<file path="src/nbr_pkg.sv">
// Package of command codes, address layout and timing counts for the flash read controller.
package nbr_pkg;
    // Command bytes of the read family.
    localparam logic [7:0] CMD_READ_SETUP = 8'h00;
    localparam logic [7:0] CMD_READ_CONFIRM = 8'h30;
    localparam logic [7:0] CMD_COL_SETUP = 8'h05;
    localparam logic [7:0] CMD_COL_CONFIRM = 8'hE0;
    localparam logic [7:0] CMD_CACHE_NEXT = 8'h31;
    localparam logic [7:0] CMD_CACHE_END = 8'h3F;
    // Address field layout for x8 organisation.
    localparam int COL_BITS = 12;
    localparam int ROW_BITS = 16;
    localparam int ADDR_CYCLES = 4;
    localparam int COL_CYCLES = 2;
    localparam logic [15:0] PAGE_BYTES = 16'h0880;
    // Clock period and pin timings in nanoseconds.
    localparam int CLK_PERIOD_NS = 10;
    localparam int STROBE_LOW_NS = 20;
    localparam int STROBE_HIGH_NS = 20;
    localparam int SETTLE_NS = 10;
    // Longest array load time in nanoseconds.
    localparam int ARRAY_LOAD_TIME_NS = 25000;
    // Least times round up to whole cycles.
    localparam int STROBE_LOW_CYC = (STROBE_LOW_NS + CLK_PERIOD_NS - 1) / CLK_PERIOD_NS;
    localparam int STROBE_HIGH_CYC = (STROBE_HIGH_NS + CLK_PERIOD_NS - 1) / CLK_PERIOD_NS;
    localparam int SETTLE_CYC = (SETTLE_NS + CLK_PERIOD_NS - 1) / CLK_PERIOD_NS;
    localparam int ARRAY_LOAD_CYC = (ARRAY_LOAD_TIME_NS + CLK_PERIOD_NS - 1) / CLK_PERIOD_NS;
    // Host operations requested by the user.
    typedef enum logic [1:0] {
        NBR_OP_PAGE,
        NBR_OP_COLUMN,
        NBR_OP_CACHE,
        NBR_OP_CACHE_END
    } nbr_op_t;
endpackage : nbr_pkg

</file>
<file path="src/nbr_fifo.sv">
// Synchronous FIFO that buffers bytes read from the flash.
`timescale 1ns/10ps
module nbr_fifo #(
    parameter int WIDTH = 8,
    parameter int DEPTH = 16
) (
    // Clock, reset and enable.
    input wire logic clk_in,
    input wire logic srst_in,
    input wire logic ce_in,
    // Write side.
    input wire logic in_valid_in,
    output logic in_ready_out,
    input wire logic [WIDTH-1:0] in_data_in,
    // Read side.
    output logic out_valid_out,
    input wire logic out_ready_in,
    output logic [WIDTH-1:0] out_data_out
);
    localparam int AW = $clog2(DEPTH);
    // Storage array.
    logic [WIDTH-1:0] mem [DEPTH];
    // Pointers and occupancy.
    logic [AW-1:0] wr_ptr;
    logic [AW-1:0] rd_ptr;
    logic [AW:0] count;
    logic push;
    logic pop;

    assign in_ready_out = (count != (AW+1)'(DEPTH));
    assign out_valid_out = (count != '0);
    assign out_data_out = mem[rd_ptr];
    assign push = in_valid_in && in_ready_out;
    assign pop = out_valid_out && out_ready_in;

    // Store incoming words.
    always_ff @(posedge clk_in) begin
        if (ce_in && push) begin
            mem[wr_ptr] <= in_data_in;
        end
    end

    // Move pointers and count.
    always_ff @(posedge clk_in) begin
        if (srst_in) begin
            wr_ptr <= '0;
            rd_ptr <= '0;
            count <= '0;
        end else if (ce_in) begin
            if (push) begin
                wr_ptr <= wr_ptr + 1'b1;
            end
            if (pop) begin
                rd_ptr <= rd_ptr + 1'b1;
            end
            count <= count + (AW+1)'(push) - (AW+1)'(pop);
        end
    end
endmodule : nbr_fifo

</file>
<file path="src/nbr_host.sv">
// Host controller that drives flash strobes for page, column and cache reads.
`timescale 1ns/10ps
module nbr_host
    import nbr_pkg::*;
#(
    parameter int LOAD_TIMEOUT_CYC = ARRAY_LOAD_CYC,
    parameter int FIFO_DEPTH = 16
) (
    // Clock, reset and enable.
    input wire logic clk_in,
    input wire logic srst_in,
    input wire logic ce_in,
    // User request port.
    input wire logic req_valid_in,
    input wire nbr_op_t req_op_in,
    input wire logic req_addr_given_in,
    input wire logic [COL_BITS-1:0] req_col_in,
    input wire logic [ROW_BITS-1:0] req_row_in,
    input wire logic [15:0] req_len_in,
    output logic req_ready_out,
    output logic timeout_out,
    // User data stream.
    output logic data_valid_out,
    input wire logic data_ready_in,
    output logic [7:0] data_out,
    // Flash pins.
    output logic chip_sel_n_out,
    output logic cmd_latch_out,
    output logic addr_latch_out,
    output logic write_strobe_n_out,
    output logic output_strobe_n_out,
    output logic write_protect_n_out,
    input wire logic ready_busy_in,
    input wire logic [7:0] io_in,
    output logic [7:0] io_out,
    output logic io_oe_out
);
    // Sequencer states.
    typedef enum logic [3:0] {
        ST_IDLE, ST_SETUP, ST_WLOW, ST_WHIGH, ST_BUSYWAIT,
        ST_RLOW, ST_RHIGH, ST_DONE
    } nbr_state_t;

    nbr_state_t state;
    // Byte sequence to send: up to two commands and four addresses.
    logic [7:0] seq_byte [6];
    logic [5:0] seq_is_cmd;
    logic [2:0] seq_len;
    logic [2:0] seq_idx;
    logic wait_busy;
    // Timing counter and bytes still to read.
    logic [15:0] tmr;
    logic [15:0] remain;
    logic fifo_ready;
    logic fifo_push;
    logic [7:0] fifo_byte;
    // Head word of the buffer and the move into the output stage.
    logic fifo_valid;
    logic [7:0] fifo_data;
    logic fifo_take;

    // Saturating remaining bytes from a column to page end.
    function automatic logic [15:0] span(input logic [COL_BITS-1:0] col, input logic [15:0] len);
        logic [15:0] left;
        left = PAGE_BYTES - 16'(col);
        span = (len == 16'h0000 || len > left) ? left : len;
    endfunction : span

    //////////////////////////////////////////////////////////////////////////////////
    // Request decode: build the byte list for each operation.
    always_ff @(posedge clk_in) begin
        if (srst_in) begin
            // Clear the byte list so no stale command is replayed.
            seq_len <= '0;
            seq_is_cmd <= '0;
            wait_busy <= 1'b0;
            remain <= '0;
            for (int i = 0; i < 6; i++) begin
                seq_byte[i] <= 8'h00;
            end
        end else if (ce_in && state == ST_IDLE && req_valid_in) begin
            // Column bytes first, then row bytes, each low byte first.
            seq_byte[1] <= req_col_in[7:0];
            seq_byte[2] <= {4'h0, req_col_in[11:8]};
            seq_byte[3] <= req_row_in[7:0];
            seq_byte[4] <= req_row_in[15:8];
            seq_is_cmd <= 6'h21;
            case (req_op_in)
                NBR_OP_PAGE: begin
                    // Page read: 00H, four addresses, 30H, then wait for the load.
                    seq_byte[0] <= CMD_READ_SETUP;
                    seq_byte[5] <= CMD_READ_CONFIRM;
                    seq_len <= 3'd6;
                    wait_busy <= 1'b1;
                    remain <= span(req_col_in, req_len_in);
                end
                NBR_OP_COLUMN: begin
                    // Column change sends only two address bytes.
                    seq_byte[0] <= CMD_COL_SETUP;
                    seq_byte[3] <= CMD_COL_CONFIRM;
                    seq_is_cmd <= 6'h09;
                    seq_len <= 3'd4;
                    wait_busy <= 1'b0;
                    remain <= span(req_col_in, req_len_in);
                end
                NBR_OP_CACHE: begin
                    // Cache read: optional address, then 31H; output from column zero.
                    wait_busy <= 1'b1;
                    remain <= span('0, req_len_in);
                    if (req_addr_given_in) begin
                        // A given address goes out as 00H, four bytes, then 31H.
                        seq_byte[0] <= CMD_READ_SETUP;
                        seq_byte[5] <= CMD_CACHE_NEXT;
                        seq_len <= 3'd6;
                    end else begin
                        // Without an address the flash fetches the next page.
                        seq_byte[0] <= CMD_CACHE_NEXT;
                        seq_is_cmd <= 6'h01;
                        seq_len <= 3'd1;
                    end
                end
                default: begin
                    // Cache end: a bare 3FH copies the final page.
                    seq_byte[0] <= CMD_CACHE_END;
                    seq_is_cmd <= 6'h01;
                    seq_len <= 3'd1;
                    wait_busy <= 1'b1;
                    remain <= span('0, req_len_in);
                end
            endcase
        end else if (ce_in && fifo_push) begin
            // Each captured byte lowers the count still to read.
            remain <= remain - 16'h0001;
        end
    end

    //////////////////////////////////////////////////////////////////////////////////
    // Strobe sequencer.
    always_ff @(posedge clk_in) begin
        if (srst_in) begin
            // The sequencer starts idle with no timeout flagged.
            state <= ST_IDLE;
            seq_idx <= '0;
            tmr <= '0;
            timeout_out <= 1'b0;
        end else if (ce_in) begin
            case (state)
                ST_IDLE: begin
                    // Wait for a request; the decode block loads the byte list meanwhile.
                    if (req_valid_in) begin
                        seq_idx <= '0;
                        timeout_out <= 1'b0;
                        state <= ST_SETUP;
                    end
                end
                ST_SETUP: begin
                    // Latch levels settle before the write strobe falls.
                    tmr <= 16'(STROBE_LOW_CYC);
                    state <= ST_WLOW;
                end
                ST_WLOW: begin
                    // Write strobe low phase; the byte already stands on the bus.
                    if (tmr <= 16'h0001) begin
                        tmr <= 16'(STROBE_HIGH_CYC);
                        state <= ST_WHIGH;
                    end else begin
                        tmr <= tmr - 16'h0001;
                    end
                end
                ST_WHIGH: begin
                    // Rising write strobe latches the byte; hold then advance.
                    if (tmr <= 16'h0001) begin
                        if (seq_idx == seq_len - 3'd1) begin
                            // Last byte sent: wait for the load or go straight to output.
                            tmr <= 16'(LOAD_TIMEOUT_CYC);
                            state <= wait_busy ? ST_BUSYWAIT : ST_RHIGH;
                        end else begin
                            // More bytes follow: set up the next one.
                            seq_idx <= seq_idx + 3'd1;
                            state <= ST_SETUP;
                        end
                    end else begin
                        tmr <= tmr - 16'h0001;
                    end
                end
                ST_BUSYWAIT: begin
                    // Strobes stay high while the array loads.
                    if (tmr < 16'(LOAD_TIMEOUT_CYC - SETTLE_CYC) && ready_busy_in) begin
                        tmr <= 16'(STROBE_HIGH_CYC);
                        state <= ST_RHIGH;
                    end else if (tmr == 16'h0000) begin
                        timeout_out <= 1'b1;
                        state <= ST_DONE;
                    end else begin
                        tmr <= tmr - 16'h0001;
                    end
                end
                ST_RHIGH: begin
                    // Pull a word only when the FIFO has room.
                    if (remain == 16'h0000) begin
                        state <= ST_DONE;
                    end else if (tmr <= 16'h0001 && fifo_ready) begin
                        tmr <= 16'(STROBE_LOW_CYC);
                        state <= ST_RLOW;
                    end else if (tmr > 16'h0001) begin
                        // Hold the strobe high for its minimum time.
                        tmr <= tmr - 16'h0001;
                    end
                end
                ST_RLOW: begin
                    // Sample before the rising edge; cycles stay slow.
                    if (tmr <= 16'h0001) begin
                        tmr <= 16'(STROBE_HIGH_CYC);
                        state <= ST_RHIGH;
                    end else begin
                        tmr <= tmr - 16'h0001;
                    end
                end
                ST_DONE: begin
                    // One cycle here before idle; select rises on the same clock edge as ready.
                    state <= ST_IDLE;
                end
                default: begin
                    // An illegal state falls back to idle.
                    state <= ST_IDLE;
                end
            endcase
        end
    end

    //////////////////////////////////////////////////////////////////////////////////
    // Pin drivers, all registered.
    always_ff @(posedge clk_in) begin
        if (srst_in) begin
            // Pins rest deselected and protected, with the bus released.
            chip_sel_n_out <= 1'b1;
            cmd_latch_out <= 1'b0;
            addr_latch_out <= 1'b0;
            write_strobe_n_out <= 1'b1;
            output_strobe_n_out <= 1'b1;
            write_protect_n_out <= 1'b0;
            io_out <= 8'h00;
            io_oe_out <= 1'b0;
            req_ready_out <= 1'b0;
        end else if (ce_in) begin
            // Reads never program, so protect stays asserted.
            write_protect_n_out <= 1'b0;
            // Select held low for the whole operation, so timing margins hold.
            chip_sel_n_out <= (state == ST_IDLE);
            req_ready_out <= (state == ST_IDLE) && !req_valid_in;
            if (state == ST_SETUP || state == ST_WLOW || state == ST_WHIGH) begin
                // Drive the current byte and its latch through the write phases.
                cmd_latch_out <= seq_is_cmd[seq_idx];
                addr_latch_out <= !seq_is_cmd[seq_idx];
                io_out <= seq_byte[seq_idx];
                io_oe_out <= 1'b1;
            end else begin
                // Latches drop and the bus is released outside the write phases.
                cmd_latch_out <= 1'b0;
                addr_latch_out <= 1'b0;
                io_oe_out <= 1'b0;
            end
            // Each strobe is low only in its own low phase.
            write_strobe_n_out <= !(state == ST_WLOW);
            output_strobe_n_out <= !(state == ST_RLOW);
        end
    end

    // Capture the word on the last cycle of ST_RLOW, one clock before the read strobe rises.
    assign fifo_push = (state == ST_RLOW) && (tmr <= 16'h0001) && ce_in;
    assign fifo_byte = io_in;

    //////////////////////////////////////////////////////////////////////////////////
    // Output stage: the stream leaves the block straight from flip-flops.
    // A word moves up when the stage is empty or is being emptied this cycle.
    assign fifo_take = fifo_valid && (!data_valid_out || data_ready_in);

    // Valid flag of the output stage.
    always_ff @(posedge clk_in) begin
        if (srst_in) begin
            data_valid_out <= 1'b0;
        end else if (ce_in) begin
            if (fifo_take) begin
                // A fresh word replaces the one just taken.
                data_valid_out <= 1'b1;
            end else if (data_ready_in) begin
                // The sink took the last word and nothing follows.
                data_valid_out <= 1'b0;
            end
        end
    end

    // Data word of the output stage; it moves only with a fresh word.
    always_ff @(posedge clk_in) begin
        if (srst_in) begin
            data_out <= 8'h00;
        end else if (ce_in && fifo_take) begin
            data_out <= fifo_data;
        end
    end

    //////////////////////////////////////////////////////////////////////////////////
    // Read data buffer; a stalled sink stops the read strobe.
    nbr_fifo #(
        .WIDTH(8),
        .DEPTH(FIFO_DEPTH)
    ) u_fifo (
        .clk_in(clk_in),
        .srst_in(srst_in),
        .ce_in(ce_in),
        .in_valid_in(fifo_push),
        .in_ready_out(fifo_ready),
        .in_data_in(fifo_byte),
        .out_valid_out(fifo_valid),
        .out_ready_in(fifo_take),
        .out_data_out(fifo_data)
    );
endmodule : nbr_host

</file>
<file path="config.mk">
export PLATFORM = sky130hd
export DESIGN_NAME = nbr_host
export DESIGN_NICKNAME = d
export VERILOG_FILES = /design/src/nbr_pkg.sv /design/src/nbr_fifo.sv /design/src/nbr_host.sv
export SDC_FILE = /design/constraint.sdc
export NUM_CORES = 1
export LEC_CHECK = 0
export ABC_AREA = 1
export BUFFER_PORTS_ARGS = -buffer_cell sky130_fd_sc_hd__clkbuf_2
export CAP_MARGIN = 20
export CELL_PAD_IN_SITES_DETAIL_PLACEMENT = 1
export CELL_PAD_IN_SITES_GLOBAL_PLACEMENT = 1
export CORE_UTILIZATION = 50
export CTS_CLUSTER_DIAMETER = 120
export DETAILED_ROUTE_END_ITERATION = 12
export PLACE_DENSITY = 0.85
export SYNTH_ARGS = -nofsm -noshare
export SYNTH_HDL_FRONTEND = slang
export SYNTH_SLANG_ARGS = --single-unit
export TNS_END_PERCENT = 5
</file>
<file path="constraint.sdc">
create_clock -name clk_in -period 5.03 [get_ports clk_in]
set_input_delay 0 -clock clk_in [delete_from_list [all_inputs] [get_ports clk_in]]
set_output_delay 0 -clock clk_in [all_outputs]
set_load 0.01 [all_outputs]
</file>
==> qor.yml, run 1 <==
detailed_routing:
  drt_iter0_markers: 1094
  drc: 0
  postRouteAntennaNets: 0
  wl_per_cell_um: 24.31
  wl_mm: 45.90
  viasPerCell: 6.192
  vias: 11690
  firstDrtPassIters: 5
placement:
  dp_cells: 1775
  gp_congestion: 0.8521
  hpwl_mm: 25.09
  placed_cell_area_mm2: 0.01298
  pre_cts_ws_ns: 1.645
  portBuffers: 85
run:
  max-cap-violations: 0
setup_path:
  cp-end-kind: "flop"
  critPathLaunchType: "input pin"
  cp.required_ns: 5.49
  critPathArrivalTime_ns: 4.93
  r2r_slack_ns: 1.88
  worstPathMaxFanout: 18
  rr_endpoint: "u_fifo.mem[1][5]"
  path_class: "in -> reg"
  rr_worst_depth: 8
  r2r_start: "tmr[0]"
floorplanning:
  dieWidth_um: 159.1
  rows: 57
  fp.dieH_um: 159.1
  core-area_mm2: 0.02425
  start_util_pct: 50.89
  io_pins: 87
  die_area_mm2: 0.02531
clock_network:
  cts_tree: "done"
  insertion_delay_ns: 0.55
  htreeDepth: 1
  post_cts_resized: 0
  path_clk_slew_ns: 0.06
  cts_buffers: 26
  clk_path_buf_depth: 3
  cts.sinks: 244
  cts-root-buf: "clkbuf_16"
synth:
  synth.area.top_cells: "edfxtp_1, dfxtp_1, nand2_1"
  netlist_area_mm2: 0.01234
  seq_area_frac_synth_pct: 52.72
  synth_cell_type_count: 52
  synth_edf_count: 162
  async_flop_share_pct: 0
  synth_top_area_share_pct: 39.42
  ys_seq_elements: 244
  synth_cells: 1415
  ys.flop_type: "edfxtp_1"
  syn-num-nets: 1512
  synth_area_per_cell_um2: 8.721
  ys_warn_count: 0
  netlist.top_cell.by_area: "edfxtp_1"
timing:
  final-hold-violation-count: 0
  worst_slack_ns: 0.5608
  worstMarginPinSlew_ns: 1.100
  setup_viol: 0
  slew_headroom_pct: 26.41
  slew_violations: 0
  period_minus_slack_ns: 4.469
  period_share_pct: 88.85
  tns_ns: 0
  rsz0062_at_grt: "no"
  skew_ns: 0.02563
  max_freq_mhz: 223.8
  fin_worst_hold_slack_ns: 0.03366
power:
  vdd_drop_max_v: 0.0002069
  p_leak_uw: 0.006042
  p_per_area_mw_per_mm2: 371.5
layout:
  final_cell_area_mm2: 0.01447
  fin_nets: 1638
  layout-drive-gt1-share_pct: 10.89
  final.fill_count: 2864
  final_cells: 1888
  syn_to_final_growth_pct: 17.27
global_route:
  grt_usage_pct: 34.02
  grt_pass1_wl_mm: 67.23
  grt-ovfl-total: 0
  grt_pass1_vias: 12220
  antenna_found_initial: 3
  grt_max_degree: 67
worst_hold_path:
  worstHoldEndpoint: "tmr[1]"
  min_path_type: "in -> reg"
  holdPathStages: 4
  hold_start: "ready_busy_in"
outcome:
  outcome: "completed"
==> worst max path at each step <==
stage / endpoint / cells after the start / slack [ns] / from
after detailed placement: remain[12] / 20 / 1.64 / req_col_in[0]
final: remain[14] / 23 / 0.56 / req_col_in[0]
after global routing: remain[14] / 23 / 0.21 / req_col_in[0]
after CTS: remain[14] / 23 / 1.12 / req_col_in[0]
after global placement: remain[12] / 20 / 1.82 / req_col_in[0]
after floorplan: remain[12] / 19 / 2.40 / req_col_in[0]
==> cell usage after synthesis, types with 3 or more instances <==
library cell / instances
nand2_1: 223
nor2_1: 188
inv_1: 164
edfxtp_1: 162
o21ai_0: 150
nand3_1: 87
a21oi_1: 82
dfxtp_1: 82
clkbuf_1: 43
ha_1: 35
o221ai_1: 23
xor2_1: 20
o211ai_1: 18
nand4_1: 17
o22ai_1: 15
nor3_1: 13
o21ai_1: 9
buf_2: 8
a31oi_1: 6
xnor2_1: 6
or2_2: 5
clkinv_1: 4
inv_2: 4
nand2_2: 4
nor2_2: 4
nor2_4: 4
a211oi_1: 3
nand3_2: 3
o31ai_1: 3
==> cells by family (layout without fill, tap and decap cells) <==
logic type | Yosys count | count (layout) | share of synthesized area (%)
fa+ha+maj | 36 | 36 | 3.711
xor+xnor | 26 | 26 | 1.845
flops | 244 | 244 | 52.72
simple gates | 557 | 557 | 19.56
buf+inv | 230 | 376 | 7.361
compound gates | 321 | 321 | 14.77
other cells | 1 | 4 | 0.03039
==> worst max-delay path: stages <==
cell and delay [ns]:
dlygate4sd3_1 0.53, clkbuf_2 0.11, inv_1 0.17, ha_1 0.24, nand2_1 0.08, nor2_1 0.17
nand3_1 0.15, o21ai_0 0.48, nand3_1 0.25, nand2_1 0.22, ha_1 0.30, a21oi_1 0.16
o21ai_0 0.10, nor2_1 0.11, nand2_1 0.06, nand2_1 0.23, nand2_2 0.29, inv_1 0.22
nand2_1 0.11, nand2_1 0.10, dlygate4sd3_1 0.57, nand3_1 0.08, a21oi_1 0.18
==> layer usage <==
| layer | up-vias | wire length [µm] | GRT usage (%) |
|---|---|---|---|
| met2 | 643 | 22770 | 60.31 |
| met1 | 5754 | 17210 | 38.89 |
| met3 | 212 | 3229 | 5.262 |
| li1 | 5081 | - | - |
| met5 | - | 0 | 0 |
| met4 | 0 | 2691 | 20.06 |
==> cell type report <==
cell class | count | area, µm² | share of cell area [%]
diodes | 3 | 7.507 | 0.05188
clock buffers | 36 | 729.5 | 5.041
clock inverters | 12 | 97.59 | 0.6744
inverters | 173 | 651.9 | 4.505
multi-input cells | 941 | 4926 | 34.04
flip-flops and latches | 244 | 6507 | 44.97
well taps | 324 | 405.4 | 2.801
repair buffers | 155 | 1146 | 7.920
==> sequential cells by signal, summed over array words and instances, names as in the netlist, 2 cells and up <==
register	flops
seq_is_cmd	2
data_out	8
seq_byte	34
u_fifo.rd_ptr	4
seq_len	3
u_fifo.mem	128
tmr	16
seq_idx	3
state	3
u_fifo.count	5
remain	16
io_out	8
u_fifo.wr_ptr	4
==> through the flow <==
stage	util (%)	total power [µW]
final	59.68	5376
after global routing	59.68	5545
after CTS	59.36	5243
after detailed placement	53.51	3315
after global placement	53.51	3252
after floorplan	-	2987
==> cell usage in the layout (no fill, tap or decap), types with 59 or more instances in the layout <==
| master | n |
|---|---|
| a21oi_1 | 82 |
| clkbuf_2 | 85 |
| dfxtp_1 | 81 |
| dlygate4sd3_1 | 59 |
| edfxtp_1 | 162 |
| inv_1 | 164 |
| nand2_1 | 223 |
| nand3_1 | 87 |
| nor2_1 | 188 |
| o21ai_0 | 150 |
==> power by group <==
part / internal (µW) / total, µW / leakage, µW / switching, µW
Sequential: 2220 / 2290 / 0.00218 / 72.7
Clock: 1070 / 1960 / 0.000399 / 889
Combinational: 352 / 1120 / 0.00346 / 773
==> what timing repair did <==
item,in CTS,in global routing
buffers inserted,0,0
endpoints found under the hold margin,166,0
hold buffers,59,0
(Power assumes the default switching activity.)
==> inputs of run 2 (changes only) <==
==> constraint.sdc (replaced) <==
create_clock -name clk_in -period 5.72 [get_ports clk_in]
set_input_delay 0 -clock clk_in [delete_from_list [all_inputs] [get_ports clk_in]]
set_output_delay 0 -clock clk_in [all_outputs]
set_load 0.01 [all_outputs]
==> qor.yml, run 2 (synthesis results as in run 1) <==
outcome:
  outcome: "completed"
global_route:
  grt_pass1_wl_mm: 67.42
  antenna_found_initial: 1
  grt_max_degree: 68
  grt-ovfl-total: 0
  grt_usage_pct: 34.05
  grt_pass1_vias: 12060
layout:
  final_common_cell: "nand2_1"
  regMostFlops: "u_fifo.mem"
  largest_register_ffs: 128
  layout-drive-gt1-share_pct: 11.38
  reg_top3: "u_fifo.mem: 128 flops, seq_byte: 34 flops"
  syn_to_final_growth_pct: 19.10
  final_cell_mix: "nand2_1, nor2_1, inv_1"
  final.fill_count: 2793
  fin_nets: 1639
  final_cells: 1889
  final_cell_area_mm2: 0.01470
setup_path:
  critPathSlowestCell: "dlygate4sd3_1"
  cp-end-kind: "flop"
  critPathArrivalTime_ns: 4.81
  cpPeakStageDelay_ns: 0.56
  cp_num_buf_inv: 5
  crit_top_cell: "nand2_1"
  worstPathMaxFanout: 18
  critPathLaunchType: "input pin"
  cp.required_ns: 6.20
  path_class: "in -> reg"
  crit_path_cell_trace: "dlygate4sd3_1 > clkbuf_2 > inv_1 > ha_1 > nand2_1 > nor2_1 > nand3_1 > o21ai_0 > nand3_1 > nand2_1 > ha_1 > a21oi_1 > o21ai_0 > nor2_1 > nand2_1 > nand2_1 > nand2_2 > inv_1 > nand2_1 > nand2_1 > dlygate4sd3_1 > nand3_1 > a21oi_1"
  crit_family: "simple AND/OR/NAND/NOR gates"
timing:
  max_freq_mhz: 231.0
  slew_violations: 0
  rsz0062_at_grt: "no"
  slew_headroom_pct: 21.44
  tns_ns: 0
  setup_viol: 0
  final-hold-violation-count: 0
  period_share_pct: 75.69
  skew_ns: 0.03052
  period_minus_slack_ns: 4.329
  worstMarginPinSlew_ns: 1.174
floorplanning:
  start_util_pct: 50.89
  core-area_mm2: 0.02425
  die_area_mm2: 0.02531
  dieWidth_um: 159.1
  rows: 57
  fp.dieH_um: 159.1
  io_pins: 87
detailed_routing:
  viasPerCell: 6.070
  wl_mm: 43.84
  drt_iter0_markers: 1067
  postRouteAntennaNets: 0
  firstDrtPassIters: 5
  wl_per_cell_um: 23.21
  vias: 11470
  drc: 0
power:
  p_per_area_mw_per_mm2: 348.2
  p_leak_uw: 0.006157
  power.total_uw: 5118
  vdd_drop_max_v: 0.0002111
placement:
  portBuffers: 85
  hpwl_mm: 25.12
  gp_congestion: 0.8580
  placed_cell_area_mm2: 0.01298
  dp_cells: 1775
clock_network:
  cts_tree: "done"
  insertion_delay_ns: 0.57
  path_clk_slew_ns: 0.07
  post_cts_resized: 0
  cts_buffers: 28
  postCtsSetupBuffers: 0
  htreeDepth: 1
  cts-root-buf: "clkbuf_16"
  ctsHoldBuffers: 60
  cts.sinks: 244
  clk_path_buf_depth: 3
worst_hold_path:
  min_path_type: "in -> reg"
run:
  max-cap-violations: 0
-- run 2: changes by cell type in the layout (fill, tap and decap cells not counted), moves of 2 or more --
| cell | previous run | this run |
|---|---|---|
| bufinv_16 | 1 | 8 |
| clkinv_4 | 3 | 1 |
| diode_2 | 3 | 1 |
| clkbuf_1 | 7 | 1 |
| clkbuf_8 | 2 | 5 |
-- run 2: final timing paths --
check,start,to,depth (start not counted),slack (ns)
worst max-delay path,req_col_in[0],remain[14],23,1.39
worst min-delay path,req_op_in[1],remain[10],4,0.08
worst max register to register,tmr[0],u_fifo.mem[11][3],8,2.52
worst min register to register,chip_sel_n_out,chip_sel_n_out,2,0.48
-- run 2: metrics by stage --
step	hold slack, ns	setup WS, ns	util [%]
2_1_floorplan	0.09887	3.094	-
3_5_place_dp	0.3066	2.339	53.51
5_1_grt	0.09115	1.023	60.61
4_1_cts	0.01278	1.810	60.49
6_report	0.07528	1.391	60.61
3_3_place_gp	0.3003	2.544	53.51
-- run 2: layout make-up --
class / count / area (µm²) / share of cell area (%)
clock inverter: 18 / 317.8 / 2.162
timing repair buffer: 154 / 1114 / 7.576
multi-input combinational: 941 / 4926 / 33.52
sequential: 244 / 6507 / 44.28
inverter: 173 / 651.9 / 4.435
clock buffer: 34 / 773.2 / 5.261
antenna: 1 / 2.502 / 0.01703
tap: 324 / 405.4 / 2.758
-- run 2: where the power goes --
group | switching, µW | internal (µW) | total (µW)
combinational | 664 | 304 | 968
clock | 811 | 1330 | 2140
sequential | 60.9 | 1950 | 2010
total | 1540 | 3580 | 5120
-- run 2: per-layer routing --
metal / GRT usage [%] / routed length [µm]
met1: 40.58 / 16680
met2: 60.85 / 22140
met3: 4.793 / 3045
met4: 15.60 / 1977
met5: 0 / 0
-- run 2: tightest hold or removal path: cells and delay by family --
family,cells,cell delay [ns]
AOI/OAI and AO/OA,3,0.24
buffers and inverters,1,0.34
